`config.mk`:
```
export PLATFORM = sky130hd
export DESIGN_NAME = flash_write_suspend_erase_ctrl
export DESIGN_NICKNAME = d
export VERILOG_FILES = /design/src/verilog/busy_timer.v /design/src/verilog/flash_write_suspend_erase_ctrl.v
export VERILOG_INCLUDE_DIRS = /design/src /design/src/common
export SDC_FILE = /design/constraint.sdc
export NUM_CORES = 1
export LEC_CHECK = 0
export ABC_AREA = 0
export CAP_MARGIN = 40
export CORE_MARGIN = 2
export CORE_UTILIZATION = 45
export CTS_BUF_LIST = sky130_fd_sc_hd__clkbuf_16
export DETAILED_ROUTE_END_ITERATION = 7
export DONT_BUFFER_PORTS = 1
export PLACE_DENSITY = 0.66
export SLEW_MARGIN = 20
export SYNTH_ARGS = -nofsm -noshare
export SYNTH_HDL_FRONTEND = slang
export SYNTH_SLANG_ARGS = --single-unit
export TNS_END_PERCENT = 100
```
`constraint.sdc`:
```
create_clock -name clk_i -period 12.52 [get_ports clk_i]
set_clock_uncertainty 0.2 [all_clocks]
set_input_delay 2.504 -clock clk_i [delete_from_list [all_inputs] [get_ports clk_i]]
set_output_delay 2.504 -clock clk_i [all_outputs]
set_load 0.02 [all_outputs]
```
`src/common/flash_ctrl_consts.vh`:
```
// constants for the suspend/erase sequencer
`ifndef FLASH_CTRL_CONSTS_VH
`define FLASH_CTRL_CONSTS_VH
`define OP_WRITE_ENABLE_OPCODE 8'h06
`define OP_RDSR 8'h05
`define OP_RDSR2A 8'h09
`define OP_RDSR2B 8'h35
`define OP_SUSP_A 8'h75
`define OP_SUSP_B 8'hB0
`define OP_RESUME_A 8'h7A
`define OP_RESUME_B 8'h30
`define OP_SE 8'h20
`define OP_HBE 8'h52
`define OP_BE 8'hD8
`define OP_CE_A 8'hC7
`define OP_CE_B 8'h60
`define OP_PP 8'h02
`define OP_QPP 8'h32
`define OP_WRSR_A 8'h01
`define OP_WRSR_B 8'h31
`define OP_WRSR_C 8'hC0
`define OP_WRSR_D 8'h11
`define OP_OTP_ERASE 8'h44
`define OP_OTP_PROG 8'h42
`define BITS_OPCODE 6'h08
`define BITS_ADDR_CMD 6'h20
`define CLK_NS 40
`define SUSPEND_LAT_NS 28000
`define RESUME_MIN_NS 300
`define RESUME_TYP_NS 400000
`define SECTOR_MSB 23
`define SECTOR_LSB 12
`define HALF_LSB 15
`define OP_SECTOR 3'h1
`define OP_HALF 3'h2
`define OP_BLOCK 3'h3
`define OP_CHIP 3'h4
`define OP_PROG 3'h5
`define OP_NONE 3'h0
`endif

```
`src/verilog/busy_timer.v`:
```
// countdown timer for self-timed operations, pausable
`timescale 1ns/1ns
module busy_timer
(
	input wire clk_i,
	input wire rst_i,
	input wire load_i,
	input wire [31:0] load_val_i,
	input wire run_i,
	output wire done_o,
	output wire [31:0] remain_o
);
	reg [31:0] cnt_reg;
	reg [31:0] cnt_next;
	always @*
	begin
		cnt_next = cnt_reg;
		if (load_i)
			cnt_next = load_val_i;
		else if (run_i && cnt_reg != 32'h0)
			cnt_next = cnt_reg - 32'h1;
	end
	always @(posedge clk_i or posedge rst_i)
	begin
		if (rst_i)
			cnt_reg <= 32'h0;
		else
			cnt_reg <= cnt_next;
	end
	assign done_o = (cnt_reg == 32'h1) && run_i;
	assign remain_o = cnt_reg;
endmodule

```
`src/verilog/flash_write_suspend_erase_ctrl.v`:
```
// serial flash suspend/resume and sector/half block erase sequencer
// How it works
// suspend pauses erase/program; resume continues it
// second suspend while suspended is ignored
// suspend during chip erase ignored
// host waits suspend latency or polls busy
// resume-to-suspend spacing; device needs progress time (counted, but suspends are not held off)
// erase suspend forbids status writes, erases
// erase suspend: programs to suspended sector ignored
// erase suspend sets erase flag, busy meanwhile
// program suspend forbids writes, erases, programs
// program suspend: erases to suspended sector ignored
// program suspend sets program flag, busy meanwhile
// busy flag shows suspend readiness
// host frames opcode with chip select
// resume restarts op, clears suspend flag
// total time never exceeds uninterrupted time
// status reads report busy and suspend flags
// sector erase takes opcode plus three address bytes
// erase needs write enable latch set
// erase runs only if select rises after 32 bits
// select rise starts erase, busy, latch cleared
// protected sector erase ignored
// half block erase behaves like sector erase (but boot lock blocks sector erase only)
// protected half block erase ignored
// forbidden opcodes during suspend are ignored
`timescale 1ns/1ns
`include "flash_ctrl_consts.vh"
module flash_write_suspend_erase_ctrl
#(
	parameter SECTOR_ERASE_TIME_NS = 100000000,
	parameter HALF_BLOCK_ERASE_TIME_NS = 300000000,
	parameter BLOCK_ERASE_TIME_NS = 500000000,
	parameter CHIP_ERASE_TIME_NS = 32'd1500000000,
	parameter PAGE_PROGRAM_TIME_NS = 1000000
)
(
	input wire clk_i,
	input wire rst_i,
	input wire spi_clk_i,
	input wire cs_n_i,
	input wire serial_data_in_i,
	input wire protect_complement_bit_i,
	input wire small_granule_protect_bit_i,
	input wire top_bottom_select_bit_i,
	input wire protect_level_bit2_i,
	input wire protect_level_bit1_i,
	input wire protect_level_bit0_i,
	input wire boot_lock_i,
	input wire ext_start_i,
	input wire [2:0] ext_op_i,
	input wire [23:0] ext_addr_i,
	output reg write_in_progress_flag_o,
	output reg write_enable_latch_o,
	output reg erase_suspended_flag_o,
	output reg program_suspended_flag_o,
	output reg [7:0] status_byte_o,
	output reg erase_start_o,
	output reg [2:0] erase_kind_o,
	output reg [23:0] erase_addr_o,
	output reg op_done_o
);
	// ****************************************
	// timing counts
	// ****************************************
	localparam SUSP_CYC = `SUSPEND_LAT_NS / `CLK_NS;
	localparam RES_MIN_CYC = (`RESUME_MIN_NS + `CLK_NS - 1) / `CLK_NS;
	localparam RES_TYP_CYC = (`RESUME_TYP_NS + `CLK_NS - 1) / `CLK_NS;
	localparam [31:0] SE_CYC = SECTOR_ERASE_TIME_NS / `CLK_NS;
	localparam [31:0] HBE_CYC = HALF_BLOCK_ERASE_TIME_NS / `CLK_NS;
	localparam [31:0] BE_CYC = BLOCK_ERASE_TIME_NS / `CLK_NS;
	localparam [31:0] CE_CYC = CHIP_ERASE_TIME_NS / `CLK_NS;
	localparam [31:0] PP_CYC = PAGE_PROGRAM_TIME_NS / `CLK_NS;
	localparam ST_IDLE = 2'h0;
	localparam ST_RUN = 2'h1;
	localparam ST_SUSPENDING = 2'h2;
	localparam ST_SUSPENDED = 2'h3;

	// ****************************************
	// pin synchronisers
	// ****************************************
	reg [1:0] sck_sync_reg;
	reg [1:0] cs_sync_reg;
	reg [1:0] di_sync_reg;
	reg sck_prev_reg;
	reg cs_prev_reg;
	always @(posedge clk_i or posedge rst_i)
	begin
		if (rst_i)
		begin
			sck_sync_reg <= 2'h0;
			cs_sync_reg <= 2'h3;
			di_sync_reg <= 2'h0;
			sck_prev_reg <= 1'b0;
			cs_prev_reg <= 1'b1;
		end
		else
		begin
			sck_sync_reg <= {sck_sync_reg[0], spi_clk_i};
			cs_sync_reg <= {cs_sync_reg[0], cs_n_i};
			di_sync_reg <= {di_sync_reg[0], serial_data_in_i};
			sck_prev_reg <= sck_sync_reg[1];
			cs_prev_reg <= cs_sync_reg[1];
		end
	end
	wire sck_rise = sck_sync_reg[1] && !sck_prev_reg;
	wire cs_low = !cs_sync_reg[1];
	wire cs_rise = cs_sync_reg[1] && !cs_prev_reg;

	// ****************************************
	// frame shifter
	// ****************************************
	// bits arrive msb first, so the first nibble lands high
	reg [31:0] shift_reg;
	reg [5:0] nbits_reg;
	always @(posedge clk_i or posedge rst_i)
	begin
		if (rst_i)
		begin
			shift_reg <= 32'h0;
			nbits_reg <= 6'h0;
		end
		else if (!cs_low)
			nbits_reg <= 6'h0;
		else if (sck_rise)
		begin
			shift_reg <= {shift_reg[30:0], di_sync_reg[1]};
			if (nbits_reg != 6'h3F)
				nbits_reg <= nbits_reg + 6'h1;
		end
	end
	wire [7:0] opc = (nbits_reg == `BITS_OPCODE) ? shift_reg[7:0] : shift_reg[31:24];
	wire [23:0] faddr = shift_reg[23:0];
	wire frame8 = (nbits_reg == `BITS_OPCODE);
	wire frame32 = (nbits_reg == `BITS_ADDR_CMD);

	// ****************************************
	// decode helpers
	// ****************************************
	function is_erase_op;
		input [7:0] o;
		begin
			is_erase_op = (o == `OP_SE) || (o == `OP_HBE) || (o == `OP_BE)
				|| (o == `OP_CE_A) || (o == `OP_CE_B);
		end
	endfunction
	function is_forbidden_common;
		input [7:0] o;
		begin
			is_forbidden_common = (o == `OP_WRSR_A) || (o == `OP_WRSR_B)
				|| (o == `OP_WRSR_C) || (o == `OP_WRSR_D)
				|| (o == `OP_OTP_ERASE) || is_erase_op(o);
		end
	endfunction
	// protected region test: level bits pick a span from the top or bottom
	function prot_hit;
		input [23:0] a;
		input [5:0] pb;
		input lock;
		reg [2:0] lvl;
		reg [8:0] unit;
		reg hit;
		begin
			lvl = pb[2:0];
			unit = pb[4] ? a[20:12] : {4'h0, a[20:16]};
			if (pb[3])
				unit = ~unit;
			hit = (lvl != 3'h0) && ((unit >> (pb[4] ? 3'h0 : lvl - 3'h1)) == 9'h0)
				&& (pb[4] ? (unit < {6'h0, lvl}) : 1'b1);
			if (lvl == 3'h7)
				hit = 1'b1;
			prot_hit = ((hit ^ pb[5]) && (lvl != 3'h0 || pb[5])) || lock;
		end
	endfunction
	wire [5:0] prot_bits = {protect_complement_bit_i, small_granule_protect_bit_i,
		top_bottom_select_bit_i, protect_level_bit2_i, protect_level_bit1_i,
		protect_level_bit0_i};

	// ****************************************
	// write sequencer
	// ****************************************
	reg [1:0] state_reg;
	reg [2:0] kind_reg;
	reg [23:0] addr_reg;
	reg [31:0] gate_reg;
	reg [31:0] since_res_reg;
	reg tmr_load;
	reg [31:0] tmr_val;
	wire tmr_done;
	wire [31:0] tmr_left;
	wire running = (state_reg == ST_RUN);
	// remaining count is frozen while suspended, so no time is repeated
	busy_timer u_timer
	(
		.clk_i(clk_i),
		.rst_i(rst_i),
		.load_i(tmr_load),
		.load_val_i(tmr_val),
		.run_i(running),
		.done_o(tmr_done),
		.remain_o(tmr_left)
	);
	wire susp_op = (opc == `OP_SUSP_A) || (opc == `OP_SUSP_B);
	wire res_op = (opc == `OP_RESUME_A) || (opc == `OP_RESUME_B);
	wire in_susp = (state_reg == ST_SUSPENDED);
	wire same_sector = (faddr[`SECTOR_MSB:`SECTOR_LSB] == addr_reg[`SECTOR_MSB:`SECTOR_LSB]);
	wire forbid_e = in_susp && kind_reg != `OP_PROG && is_forbidden_common(opc);
	wire forbid_p = in_susp && kind_reg == `OP_PROG
		&& (is_forbidden_common(opc) || opc == `OP_OTP_PROG
		|| opc == `OP_PP || opc == `OP_QPP);
	wire erase_cmd = frame32 && ((opc == `OP_SE) || (opc == `OP_HBE));
	wire erase_ok = erase_cmd && write_enable_latch_o && !forbid_e && !forbid_p
		&& (state_reg == ST_IDLE)
		&& !prot_hit(faddr, prot_bits, boot_lock_i && opc == `OP_SE);
	// programs into a sector under suspended erase are dropped
	wire ext_blocked = in_susp && (((ext_op_i == `OP_PROG) && kind_reg != `OP_PROG
		&& (ext_addr_i[`SECTOR_MSB:`SECTOR_LSB] == addr_reg[`SECTOR_MSB:`SECTOR_LSB]))
		|| ((ext_op_i != `OP_PROG) && kind_reg == `OP_PROG));
	wire ext_ok = ext_start_i && (state_reg == ST_IDLE || (in_susp && !ext_blocked));
	always @*
	begin
		tmr_load = 1'b0;
		tmr_val = 32'h0;
		if (cs_rise && erase_ok)
		begin
			tmr_load = 1'b1;
			tmr_val = (opc == `OP_SE) ? SE_CYC : HBE_CYC;
		end
		else if (ext_ok && state_reg == ST_IDLE)
		begin
			tmr_load = 1'b1;
			case (ext_op_i)
				`OP_SECTOR: tmr_val = SE_CYC;
				`OP_HALF: tmr_val = HBE_CYC;
				`OP_BLOCK: tmr_val = BE_CYC;
				`OP_CHIP: tmr_val = CE_CYC;
				default: tmr_val = PP_CYC;
			endcase
		end
	end
	always @(posedge clk_i or posedge rst_i)
	begin
		if (rst_i)
		begin
			state_reg <= ST_IDLE;
			kind_reg <= `OP_NONE;
			addr_reg <= 24'h0;
			gate_reg <= 32'h0;
			since_res_reg <= 32'h0;
			write_in_progress_flag_o <= 1'b0;
			write_enable_latch_o <= 1'b0;
			erase_suspended_flag_o <= 1'b0;
			program_suspended_flag_o <= 1'b0;
			erase_start_o <= 1'b0;
			erase_kind_o <= `OP_NONE;
			erase_addr_o <= 24'h0;
			op_done_o <= 1'b0;
		end
		else
		begin
			erase_start_o <= 1'b0;
			op_done_o <= 1'b0;
			if (since_res_reg != 32'hFFFFFFFF)
				since_res_reg <= since_res_reg + 32'h1;
			if (cs_rise && frame8 && opc == `OP_WRITE_ENABLE_OPCODE && state_reg == ST_IDLE)
				write_enable_latch_o <= 1'b1;
			case (state_reg)
				ST_IDLE:
				begin
					if (cs_rise && erase_ok)
					begin
						state_reg <= ST_RUN;
						kind_reg <= (opc == `OP_SE) ? `OP_SECTOR : `OP_HALF;
						addr_reg <= faddr;
						write_in_progress_flag_o <= 1'b1;
						write_enable_latch_o <= 1'b0;
						erase_start_o <= 1'b1;
						erase_kind_o <= (opc == `OP_SE) ? `OP_SECTOR : `OP_HALF;
						erase_addr_o <= (opc == `OP_SE) ? faddr
							: {faddr[23:`HALF_LSB], 15'h0};
					end
					else if (ext_ok)
					begin
						state_reg <= ST_RUN;
						kind_reg <= ext_op_i;
						addr_reg <= ext_addr_i;
						write_in_progress_flag_o <= 1'b1;
						write_enable_latch_o <= 1'b0;
					end
				end
				ST_RUN:
				begin
					if (tmr_done)
					begin
						state_reg <= ST_IDLE;
						write_in_progress_flag_o <= 1'b0;
						op_done_o <= 1'b1;
					end
					// chip erase cannot be paused
					else if (cs_rise && frame8 && susp_op && kind_reg != `OP_CHIP)
					begin
						state_reg <= ST_SUSPENDING;
						gate_reg <= SUSP_CYC;
						if (kind_reg == `OP_PROG)
							program_suspended_flag_o <= 1'b1;
						else
							erase_suspended_flag_o <= 1'b1;
					end
				end
				ST_SUSPENDING:
				begin
					// busy stays high until the pause settles
					if (gate_reg == 32'h1)
					begin
						state_reg <= ST_SUSPENDED;
						write_in_progress_flag_o <= 1'b0;
					end
					gate_reg <= gate_reg - 32'h1;
				end
				ST_SUSPENDED:
				begin
					// another suspend here falls through untouched
					if (cs_rise && frame8 && res_op)
					begin
						state_reg <= ST_RUN;
						write_in_progress_flag_o <= 1'b1;
						erase_suspended_flag_o <= 1'b0;
						program_suspended_flag_o <= 1'b0;
						since_res_reg <= 32'h0;
					end
				end
				default: state_reg <= ST_IDLE;
			endcase
		end
	end
	// time since resume is counted, but suspends soon after resume are not held off
	wire res_young = since_res_reg < RES_MIN_CYC;
	wire unused_typ = (RES_TYP_CYC == 0) && res_young && same_sector && (|tmr_left);

	// ****************************************
	// status read data
	// ****************************************
	always @(posedge clk_i or posedge rst_i)
	begin
		if (rst_i)
			status_byte_o <= 8'h0;
		else if (frame8 && opc == `OP_RDSR)
			status_byte_o <= {6'h0, write_enable_latch_o, write_in_progress_flag_o};
		else if (frame8 && (opc == `OP_RDSR2A || opc == `OP_RDSR2B))
			status_byte_o <= {write_in_progress_flag_o, 3'h0, erase_suspended_flag_o,
				program_suspended_flag_o, 2'h0};
	end
endmodule
```
* Word-level counts from Yosys, hierarchy flattened
Index checks and enable logic that the tools add are counted.
Cells by class: $add $sub $neg 4, $lt $le $gt $ge 1, equality and inequality tests 49, shift operators 1, multiplexer cells 58, bitwise logic cells 3, reductions and logical operators 79
Operators with widths (number):
- 32-bit two-way mux | 4
- 26-bit one-hot mux with 4 select lines | 1
- 32-bit by 1-bit equality test with 1-bit output, second input constant | 2
- 32-bit one-hot mux with 2 select lines | 1
- 32-bit by 1-bit subtractor with 32-bit output, second input constant | 2
- 26-bit two-way mux | 2
- 8-bit by 7-bit equality test with 1-bit output, second input constant | 6
- 24-bit two-way mux | 2
- 8-bit by 6-bit equality test with 1-bit output, second input constant | 5
- 1-bit logical AND | 34
- 8-bit equality test, second input constant | 4
- 32-bit nonzero test | 1
- 1-bit two-way mux | 24
- 8-bit two-way mux | 3
- 23-bit two-way mux | 1
- 1-bit logical OR | 19
- 6-bit two-way mux | 3
- 9-bit two-way mux | 2
- 8-bit by 3-bit equality test with 1-bit output, second input constant | 2
- 15-bit two-way mux | 1
- 2-bit two-way mux | 7
- 2-bit nonzero test | 7
- 12-bit equality test | 1
- 3-bit equality test, second input constant | 4
- other kinds (34) | 57
Storage, ports and cells: bits in registers 180, bits of input ports 40, output and inout bits 41, word-level logic and storage cells 216

* Depth between registers and ports, before layout
Gate-level depths: netlist of run 1.
depth in word-level cells 19, mapped depth 13, mapped depth without buffers 10

* By module
A second synthesis of run 1 with hierarchy kept.
Second synthesis, totals: cells, all modules 849, area total of the unflattened synthesis 8308.0 µm²
By module, submodules not included:
- flash_write_suspend_erase_ctrl | times used 1, cells an instance 617, area each 6296.0 µm², sequential area each 3006.6 µm²
- busy_timer | times used 1, cells an instance 232, area each 2011.9 µm², sequential area each 800.8 µm²

* Worst setup path before layout of run 1
No wires, ideal clock.
path type input to register, start point in small_granule_protect_bit_i, end point reg u_timer.cnt_reg[18] (netlist: u_timer.remain_o[18]), library setup time 144 ps, data arrival time 4783 ps, required time 12176 ps, path slack 7393 ps, cell stages on the path 11, buffers on the path 1, cell sequence buf_4 mux2i_1 xnor2_1 ha_1 a221oi_1 o211ai_1 o2bb2ai_1 or3_4 and4_1 a2111oi_1 a221oi_1
Between the ends: cells in the longest elaborated chain, start to end 16, elaborated cells on any way between the ends 21, classes of those cells order compare: 1; shift: 1; mux: 8; bitwise: 2; reduce/logical: 9
Ends and longest elaborated chain:
- start, declared | line flash_write_suspend_erase_ctrl.v:44 | input wire small_granule_protect_bit_i,
- branches (longest 6 deep; another with 9-bit by 3-bit less-than comparator with 1-bit output)
- 1-bit logical AND * | line flash_write_suspend_erase_ctrl.v:169 | && (pb[4] ? (unit < {6'h0, lvl}) : 1'b1);
- 1-bit two-way mux * | line flash_write_suspend_erase_ctrl.v:170 | if (lvl == 3'h7)
- 1-bit bitwise XOR * | line flash_write_suspend_erase_ctrl.v:172 | prot_hit = ((hit ^ pb[5]) && (lvl != 3'h0 || pb[5])) || lock;
- 1-bit logical AND * | line flash_write_suspend_erase_ctrl.v:172
- 1-bit logical OR * | line flash_write_suspend_erase_ctrl.v:172
- 1-bit zero test * | line flash_write_suspend_erase_ctrl.v:214 | && !prot_hit(faddr, prot_bits, boot_lock_i && opc == `OP_SE);
- 1-bit logical AND * | line flash_write_suspend_erase_ctrl.v:212 | wire erase_ok = erase_cmd && write_enable_latch_o && !forbid_e && !forbid_p
- 1-bit logical AND * | line flash_write_suspend_erase_ctrl.v:224 | if (cs_rise && erase_ok)
- 26-bit two-way mux or 1-bit two-way mux (tied branches) | line flash_write_suspend_erase_ctrl.v:224
- 32-bit two-way mux or 2-bit nonzero test (tied branches)
- end signal, assigned | line busy_timer.v:28 | cnt_reg <= cnt_next;
- end, declared | line busy_timer.v:13 | reg [31:0] cnt_reg;
Every way passes the cells marked *. A chain may end at the register's enable or synchronous reset.

* Final worst setup path of run 1
start point in protect_level_bit1_i, end point reg u_timer.cnt_reg[12] (netlist: u_timer.remain_o[12])
Between the ends: cells in the longest elaborated chain, start to end 15, elaborated cells on any way between the ends 22, classes of those cells add/sub: 1; order compare: 1; eq/ne: 1; shift: 1; mux: 6; bitwise: 1; reduce/logical: 11
Ends and longest elaborated chain:
- start, declared | line flash_write_suspend_erase_ctrl.v:47 | input wire protect_level_bit1_i,
- 3-bit by 1-bit subtractor with 3-bit output | line flash_write_suspend_erase_ctrl.v:168 | hit = (lvl != 3'h0) && ((unit >> (pb[4] ? 3'h0 : lvl - 3'h1)) == 9'h0)
- 3-bit two-way mux | line flash_write_suspend_erase_ctrl.v:168
- 9-bit by 3-bit right shift with 9-bit output | line flash_write_suspend_erase_ctrl.v:168
- 9-bit zero test | line flash_write_suspend_erase_ctrl.v:168
- 1-bit logical AND | line flash_write_suspend_erase_ctrl.v:168
- 1-bit logical AND | line flash_write_suspend_erase_ctrl.v:169
- 1-bit two-way mux | line flash_write_suspend_erase_ctrl.v:170
- 1-bit bitwise XOR | line flash_write_suspend_erase_ctrl.v:172
- 1-bit logical AND * | line flash_write_suspend_erase_ctrl.v:172
- 1-bit logical OR * | line flash_write_suspend_erase_ctrl.v:172
- 1-bit zero test * | line flash_write_suspend_erase_ctrl.v:214
- 1-bit logical AND * | line flash_write_suspend_erase_ctrl.v:212
- 1-bit logical AND * | line flash_write_suspend_erase_ctrl.v:224
- 26-bit two-way mux or 1-bit two-way mux (tied branches) | line flash_write_suspend_erase_ctrl.v:224
- 32-bit two-way mux or 2-bit nonzero test (tied branches)
Mark *: on every way between the ends. The rest lies on a longest branch, timed or not.

==> results of run 1 <==
[layout by cell type (no fill, tap or decap), drive strengths merged, types with 7 or more instances in the layout]
master / netlist / layout
mux2i: 10 / 10
nand4: 11 / 11
a21oi: 21 / 21
nand2b: 10 / 10
nand3b: 8 / 8
o21ai: 28 / 28
clkbuf: 15 / 17
xnor2: 26 / 26
nor2b: 7 / 7
ha: 16 / 16
a211oi: 8 / 8
a31oi: 7 / 7
dfrtp: 149 / 149
nor3: 22 / 22
nor2: 87 / 87
xor2: 30 / 30
nand2: 119 / 119
nand3: 35 / 35
nor4: 10 / 10
mux2: 33 / 33
and2: 7 / 7
buf: 27 / 9
inv: 26 / 33
nand4b: 7 / 7
or3: 10 / 10
[cell families (layout without fill, tap and decap cells)]
| family | after synthesis | after routing | synth area share (%) |
|---|---|---|---|
| flip-flops | 152 | 152 | 46.7 |
| AO/OA/AOI/OAI | 119 | 119 | 11.3 |
| AND/OR/NAND/NOR | 371 | 371 | 23.2 |
| buffers and inverters | 68 | 67 | 4.19 |
| XOR/XNOR | 57 | 57 | 6.31 |
| multiplexers | 43 | 43 | 5.79 |
| other | 1 | 4 | 0.0460 |
| adder cells (fa/ha/maj) | 16 | 16 | 2.46 |
[per-stage QoR]
| stage | setup WS, ns | utilization, % |
|---|---|---|
| 2_1_floorplan | 5.73 | - |
| 3_3_place_gp | 6.76 | 46.2 |
| 3_5_place_dp | 6.70 | 46.4 |
| 4_1_cts | 7.16 | 49.6 |
| 5_1_grt | 6.92 | 49.9 |
| 6_report | 7.12 | 49.9 |
[synth_stat cells, drive strengths merged, types with 7 or more instances]
| library cell | instances |
|---|---|
| dfrtp | 149 |
| nand2 | 119 |
| nor2 | 87 |
| nand3 | 35 |
| mux2 | 33 |
| xor2 | 30 |
| o21ai | 28 |
| buf | 27 |
| inv | 26 |
| xnor2 | 26 |
| nor3 | 22 |
| a21oi | 21 |
| ha | 16 |
| clkbuf | 15 |
| nand4 | 11 |
| mux2i | 10 |
| nand2b | 10 |
| nor4 | 10 |
| or3 | 10 |
| a211oi | 8 |
| nand3b | 8 |
| a31oi | 7 |
| and2 | 7 |
| nand4b | 7 |
| nor2b | 7 |
[routing by layer]
metal  global-route usage [%]  vias to the layer above
met4                     5.21                        0
met1                     24.6                     2909
li1                         -                     2874
met2                     30.3                      121
met5                        0                        -
met3                     4.94                       21
[worst max-delay path, stage by stage]
cell       delay, ns
inv_1           0.06
ha_1            0.35
xor3_1          0.35
nor3_1          0.23
a2111oi_2       0.09
o2bb2ai_1       0.39
o21ai_1         0.22
nand2b_1        0.44
buf_4           0.39
nand2_1         0.16
o221a_2         0.30
[cell type report]
| type | count | area (um2) |
|---|---|---|
| clock buffer | 17 | 425 |
| clock inverter | 15 | 159 |
| fill | 1593 | 8930 |
| inverter | 26 | 103 |
| multi-input combinational | 610 | 4010 |
| sequential | 152 | 3810 |
| tap | 229 | 287 |
| timing repair buffer | 9 | 116 |
[power by group through the flow]
stage	Clock (mW)	Combinational, mW	Sequential [mW]
after floorplan	0	0.0625	0.527
after global placement	0	0.0623	0.541
after detailed placement	0	0.0639	0.542
after CTS	0.519	0.0645	0.533
after global routing	0.539	0.0735	0.536
final	0.509	0.0655	0.533
[final timing paths]
check / start / to / slack (ns) / depth (start not counted)
min in group asynchronous: rst_i / status_byte_o[3] / 1.66 / 1
max reg2reg: shift_reg[18] / u_timer.remain_o[12] / 8.76 / 11
min reg2reg: di_sync_reg[0] / di_sync_reg[1] / 0.15 / 0
max: protect_level_bit1_i / u_timer.remain_o[12] / 7.12 / 11
max in group asynchronous: rst_i / cs_sync_reg[0] / 9.25 / 4
min: di_sync_reg[0] / di_sync_reg[1] / 0.15 / 0
==> reports/summary.txt, run 1 <==
DRC Markers: 0
Worst skew pair latency: 0.44 ns
CTS tree: done
Vias after detailed routing: 5925
# setup viols final: 0
Row cnt: 49
Largest net degree at the start of global routing: 89
I/O Buffers: 0
RSZ-0062 raised after global routing: no
Routability congestion estimate: 0.857
Async S/R FF share, synth: 100%
Initial antenna violation count: 0
Die Ht: 139 um
Die area: 19200 um2
Hold Buf Count CTS: 0
Final hold viol count: 0
MaxCap Viol Count: 0
Inst Count DP: 1024
Crit path launch type: input pin
Leakage power: 4.03 nW
Total GRT Usage: 18.6%
Synth area leader: dfrtp_1
P_sw: 0.289 mW
Power Total: 1.11 mW
Clock Power Share: 45.9%
Initial core utilization: 45.7%
Nets: 872
Comb power frac: 5.9%
Share of cells above drive strength 1: 14.0%
Register area share after synthesis: 46.7%
Switching share of power: 26.1%
Routed wire length: 17300 um
Syn_area_per_cell: 9.85 um2
Placed Area: 8270 um2
Worst hold slack: 0.152 ns
Root Buffer: clkbuf_16
Ant. Diodes: 0
Slew Viols, Final: 0
Setup TNS: 0 ns
Yosys warnings: 0
1st-pass router iterations: 5
Synth cell types: 92
TritonCTS Buffers: 17
Core footprint: 17800 um2
Synth area leaders: dfrtp_1 (46%), nand2_1 (5.5%), mux2_2 (4.6%)
Status: completed
Top-area cell type share of the netlist area: 45.8%
Max Root-Sink Buffers: 2
Met3 Wirelength: 860 um
P per Cell Area: 124 nW/um2
Worst setup EP type: flip-flop
Peak VDD IR: 0.0974 mV
Mapped cell area: 8150 um2
Routed wl met2: 8310 um
Dpl hpwl: 11700 um
Clock-pin slew on the worst setup and hold paths: 0.07 ns
Primary FF master, synth: dfrtp_1
Worst Path Max Fanout: 24
Hold Path Class: flip-flop to flip-flop
First-pass GRT wire length: 29200 um
Design Area, Final: 8910 um2
Uppermost layer routed: met4
EDFF count, synth: 0
PostCTS Resize Cnt: 0
Rel. slew slack: 50.0%
TritonCTS Sinks: 152
DR vias/cell: 5.60
Final ANT Viol Nets: 0
Seq cells post-synth: 152
Fin crit share: 43.2%
Period minus WS final: 5.40 ns
IO Count: 81
Cell-internal power: 0.818 mW
Met1 Wirelength: 7930 um
CP Data Required Time: 12.64 ns
DR WL/cell: 16.4 um
H-tree depth: 4
Seq pwr share: 48.1%
Mapped Cells: 827
Synth-to-Final Area Change: 9.35%
Post-CTS setup buffers: 0
Vias in the first global route: 5841
DRT iter0 DRCs: 303
Grt ovf: 0
Final std cells w/o fill: 1058
FMAX: 185 MHz
Critical path data arrival time: 5.52 ns
Die width: 139 um
Least-Margin Pin Slew: 0.743 ns
Critical path class: input pin to flip-flop
(Power assumes the default switching activity.)
==> run 2, diff against run 1 <==
--- a/config.mk
+++ b/config.mk
@@ -6,7 +6,7 @@
 export SDC_FILE = /design/constraint.sdc
 export NUM_CORES = 1
 export LEC_CHECK = 0
-export ABC_AREA = 0
+export ABC_AREA = 1
 export CAP_MARGIN = 40
 export CORE_MARGIN = 2
 export CORE_UTILIZATION = 45
==> constraint.sdc (replaced) <==
create_clock -name clk_i -period 5.1 [get_ports clk_i]
set_clock_uncertainty 0.2 [all_clocks]
set_input_delay 1.02 -clock clk_i [delete_from_list [all_inputs] [get_ports clk_i]]
set_output_delay 1.02 -clock clk_i [all_outputs]
set_load 0.02 [all_outputs]
==> reports/summary.txt, run 2 <==
CP max stage cell: nand3_2
Synth area leaders: dfrtp_1 (44%), nand2_1 (11%), nor2_1 (8.0%)
Core footprint: 18100 um2
1st-pass router iterations: 5
Final hold viol count: 0
Period minus WS final: 3.83 ns
Rel. slew slack: 50.9%
Max Root-Sink Buffers: 2
Slew Viols, Final: 0
Root Buffer: clkbuf_16
Vias in the first global route: 6511
Worst Path Max Fanout: 24
Largest net degree at the start of global routing: 117
Mapped cell area: 8380 um2
Top-area cell type share of the netlist area: 44.5%
CTS tree: done
DRT iter0 DRCs: 484
Seq cells post-synth: 152
Hold Path Class: flip-flop to flip-flop
Critical Path Most Common Cell: nand2_1
Primary FF master, synth: dfrtp_1
Synth-to-Final Area Change: 8.79%
Fin crit share: 75.0%
Leakage power: 4.52 nW
Total GRT Usage: 20.6%
Mapped Cells: 1103
Die area: 19700 um2
FF-to-FF Start: nbits_reg[0]
Crit path launch type: input pin
# setup viols final: 0
CP peak stage delay: 0.55 ns
Yosys warnings: 0
Initial core utilization: 46.2%
PostCTS Resize Cnt: 0
Dpl hpwl: 13600 um
DR vias/cell: 5.15
Nets: 1151
IO Count: 81
Syn_area_per_cell: 7.60 um2
Most common cell in the synthesized netlist: nand2_1
Commonest non-fill, non-tap cells in the layout: nand2_1 (254), nor2_1 (178), dfrtp_1 (149)
Peak VDD IR: 0.251 mV
MaxCap Viol Count: 0
Worst skew pair latency: 0.43 ns
EDFF count, synth: 0
Grt ovf: 0
Ant. Diodes: 0
Routed wire length: 19200 um
Kind of cell adding the most delay to the critical path: simple AND/OR/NAND/NOR gates
Crit path cell chain: inv_1 -> nand2_1 -> nand3_1 -> nand2_1 -> ha_1 -> nand3b_1 -> nor2_1 -> nand2_1 -> nor2_1 -> nand2_1 -> a21oi_1 -> nand2_1 -> nand3_1 -> nand3_2 -> nand3_2 -> nand3_1 -> nor2_1 -> nor2_1
TritonCTS Buffers: 17
Crit path from: small_granule_protect_bit_i
I/O Buffers: 0
Post-CTS setup buffers: 0
Synth area leader: dfrtp_1
Hold Crit Start: di_sync_reg[0]
Routability congestion estimate: 0.911
Share of cells above drive strength 1: 6.41%
Critical path data arrival time: 3.94 ns
TritonCTS Sinks: 152
CP bufs+invs: 1
Final ANT Viol Nets: 0
Worst setup EP type: flip-flop
Power Total: 4.40 mW
Die Ht: 140 um
DRC Markers: 0
Die width: 140 um
Setup TNS: 0 ns
Async S/R FF share, synth: 100%
Commonest non-fill, non-tap cell in the layout: nand2_1
Hold Buf Count CTS: 0
First-pass GRT wire length: 32800 um
Least-Margin Pin Slew: 0.735 ns
Vias after detailed routing: 6888
Worst hold slack: 0.151 ns
Row cnt: 49
CP Data Required Time: 5.22 ns
H-tree depth: 4
Initial antenna violation count: 0
Register area share after synthesis: 45.4%
Synth cell types: 49
Status: completed
Clock-pin slew on the worst setup and hold paths: 0.06 ns
Inst Count DP: 1305
Most instantiated cells after synthesis: nand2_1 (255), nor2_1 (178), dfrtp_1 (149)
DR WL/cell: 14.3 um
Final std cells w/o fill: 1337
FMAX: 261 MHz
P per Cell Area: 482 nW/um2
Critical path class: input pin to flip-flop
RSZ-0062 raised after global routing: no
## run 2: changes by cell type after synthesis, moves of 10 or more
cell / change
inv_1: +103
nand2_1: +136
nand2b_1: -10
xnor2_1: -14
mux2_2: -32
o21ai_0: +45
nor2_1: +96
nand3_1: +29
mux2i_1: -10
a21oi_1: +13
o21ai_1: +12
## run 2: layout make-up
class                           instances  area, um2
Timing Repair Buffer                    5       75.1
Clock buffer                           17        425
Fill cell                            1738       9030
Tap cell                              229        287
Clock inverter                         15        136
Inverter                              133        508
Sequential cell                       152       3810
Multi-Input combinational cell        786       3880
## run 2: path summary, 6_finish.rpt
path | slack (ns) | end | cells past startpoint
worst max-delay path | 1.27 | u_timer.remain_o[14] | 18
worst min-delay path | 0.15 | di_sync_reg[1] | 0
worst max register to register | 1.36 | u_timer.remain_o[14] | 15
worst min register to register | 0.15 | di_sync_reg[1] | 0
max in group asynchronous | 3.67 | u_timer.remain_o[3] | 2
min in group asynchronous | 0.16 | shift_reg[18] | 1
## run 2: worst reg2reg max path, delay by kind of cell, from the launching register on
kind                       cells  cell delay (ns)
and+or+nand+nor               11             2.38
DFF                            1             0.39
AOI/OAI and AO/OA              1             0.28
adders and majority gates      1             0.22
buffers and inverters          2             0.13
## run 2: power breakdown
part / leakage, nW / internal [mW] / total [mW] / switching (mW)
clock: 0.276 / 0.711 / 1.22 / 0.508
combinational: 2.29 / 0.486 / 1.42 / 0.937
sequential: 1.95 / 1.47 / 1.75 / 0.282
total: 4.52 / 2.67 / 4.40 / 1.73
## run 2: cells by family (layout without fill, tap and decap cells)
group	Yosys count	after routing	synth area share, %
XOR/XNOR	36	36	3.76
AND/OR/NAND/NOR	580	580	29.8
AO/OA/AOI/OAI	149	149	10.0
adder cells (fa/ha/maj)	16	16	2.39
flip-flops	152	152	45.4
multiplexers	1	1	0.134
buffers and inverters	168	170	8.45
other	1	4	0.0447
## run 2: stage by stage
stage	util (%)	setup slack [ns]	cell area, um2
2_1_floorplan	-	1.75	8400
3_3_place_gp	46.9	0.896	8520
3_5_place_dp	47.2	0.860	8560
4_1_cts	50.3	1.31	9120
5_1_grt	50.3	0.906	9120
6_report	50.3	1.27	9120
## run 2: layer usage
metal | routed length [um] | GRT usage (%)
met1 | 9330 | 28.8
met2 | 8870 | 32.5
met5 | 0 | 0
met4 | 170 | 4.79
met3 | 800 | 5.03
==> run 3, diff against run 2 <==
==> constraint.sdc (replaced) <==
create_clock -name clk_i -period 3.8 [get_ports clk_i]
set_clock_uncertainty 0.2 [all_clocks]
set_input_delay 0.76 -clock clk_i [delete_from_list [all_inputs] [get_ports clk_i]]
set_output_delay 0.76 -clock clk_i [all_outputs]
set_load 0.02 [all_outputs]
==> reports/summary.txt, run 3 (synthesis gave the netlist of run 2 again) <==
Status: completed
Crit path launch type: flip-flop
P per Cell Area: 640 nW/um2
Root Buffer: clkbuf_16
TritonCTS Buffers: 17
Least-Margin Pin Slew: 0.646 ns
I/O Buffers: 0
IO Count: 81
Grt ovf: 0
Largest net degree at the start of global routing: 53
Worst Path Max Fanout: 17
Row cnt: 49
DR WL/cell: 14.2 um
Critical path class: flip-flop to flip-flop
Final hold viol count: 0
RSZ-0062 raised after global routing: no
Hold Path Class: input pin to flip-flop
Slew Viols, Final: 0
Fin crit share: 86.4%
Fill count: 1762
First-pass GRT wire length: 32500 um
TritonCTS Sinks: 152
Hold Buf Count CTS: 1
Dpl hpwl: 14000 um
Pre-CTS setup slack: 0.491 ns
Nets: 1163
Commonest non-fill, non-tap cells in the layout: nand2_1 (254), nor2_1 (178), dfrtp_1 (149)
Die width: 140 um
FMAX: 304 MHz
Share of cells above drive strength 1: 7.41%
Clock Power Share: 27.0%
Cell-internal power: 3.55 mW
Peak VDD IR: 0.300 mV
Initial antenna violation count: 0
Period minus WS final: 3.28 ns
Rel. slew slack: 56.9%
Switching share of power: 39.7%
1st-pass router iterations: 5
P_sw: 2.34 mW
Max Root-Sink Buffers: 2
PostCTS Resize Cnt: 0
Comb power frac: 33.0%
Vias after detailed routing: 7016
CP Data Required Time: 3.91 ns
Fin worst setup slack: 0.515 ns
H-tree depth: 4
CTS tree: done
Vias in the first global route: 6663
Routability congestion estimate: 0.875
Synth-to-Final Area Change: 9.79%
Die Ht: 140 um
Routed wire length: 19200 um
Seq pwr share: 40.0%
MaxCap Viol Count: 0
Leakage power: 4.56 nW
Commonest non-fill, non-tap cell in the layout: nand2_1
Setup TNS: 0 ns
Final ANT Viol Nets: 0
Critical path data arrival time: 3.40 ns
DRC Markers: 0
DRT iter0 DRCs: 424
DR vias/cell: 5.20
Ant. Diodes: 0
# setup viols final: 0
Initial core utilization: 46.2%
Clock-pin slew on the worst setup and hold paths: 0.06 ns
Worst setup EP type: flip-flop
Post-CTS setup buffers: 0
Die area: 19700 um2
Worst skew pair latency: 0.43 ns
Core footprint: 18100 um2
Total GRT Usage: 20.4%
==> run 3: changes by cell type in the layout (fill, tap and decap cells not counted), sizes merged <==
cell / previous run / this run
buf: 5 / 16
bufinv: 2 / 1
inv: 134 / 136
dlygate4sd3: 0 / 1
clkinvlp: 3 / 6
clkinv: 9 / 5
==> run 3: metrics by stage <==
step	hold WS, ns	area (um2)	power, mW	cells	util [%]
after floorplan	0.131	8400	3.82	1106	-
after global placement	0.133	8620	4.25	1315	47.5
after detailed placement	0.138	8640	4.31	1316	47.6
after CTS	0.105	9200	5.94	1349	50.7
after global routing	0.100	9200	6.36	1349	50.7
final	0.124	9200	5.89	1349	50.7
==> run 3: path summary, 6_finish.rpt <==
check	start	endpoint	slack [ns]	depth (start not counted)
max in group asynchronous	rst_i	cs_prev_reg	2.07	4
setup reg to reg	nbits_reg[0]	u_timer.remain_o[8]	0.52	16
setup / recovery	nbits_reg[0]	u_timer.remain_o[8]	0.52	16
min in group asynchronous	rst_i	sck_sync_reg[0]	0.54	2
hold reg to reg	sck_sync_reg[0]	sck_sync_reg[1]	0.15	0
hold / removal	cs_n_i	cs_sync_reg[0]	0.12	0
==> run 3: worst max-delay path, stage by stage (launching register included) <==
cell	delay, ns
dfrtp_1	0.39
inv_1	0.10
ha_1	0.23
nand3_4	0.20
o21ai_0	0.29
nand2_1	0.15
nor2_4	0.17
nand3_4	0.13
nand2_1	0.14
inv_2	0.05
nor2_2	0.16
nand3_2	0.18
nand2_2	0.32
buf_4	0.22
o21ai_1	0.08
nor2_1	0.11
nor2_1	0.05
==> run 3: area by class of cell <==
| type | instances | area, um2 | share of cell area, % |
|---|---|---|---|
| repair buffers | 17 | 168 | 1.82 |
| well taps | 229 | 287 | 3.11 |
| clock buffers | 17 | 425 | 4.62 |
| flip-flops and latches | 152 | 3810 | 41.4 |
| multi-input cells | 786 | 3880 | 42.2 |
| clock inverters | 15 | 128 | 1.39 |
| inverters | 133 | 508 | 5.52 |
==> run 3: routing by layer <==
metal | track usage, % | part of all wire, % | vias up
met4 | 5.58 | 1.5 | 0
met3 | 4.92 | 4.4 | 19
li1 | - | - | 3529
met2 | 32.9 | 47 | 145
met1 | 27.8 | 47 | 3323
met5 | 0 | 0 | -
==> run 3: power by group through the flow <==
stage / combinational (mW) / clock (mW) / sequential (mW)
after floorplan: 1.55 / 0 / 2.27
after global placement: 1.88 / 0 / 2.37
after detailed placement: 1.93 / 0 / 2.38
after CTS: 1.95 / 1.63 / 2.36
after global routing: 2.24 / 1.70 / 2.41
final: 1.95 / 1.59 / 2.36
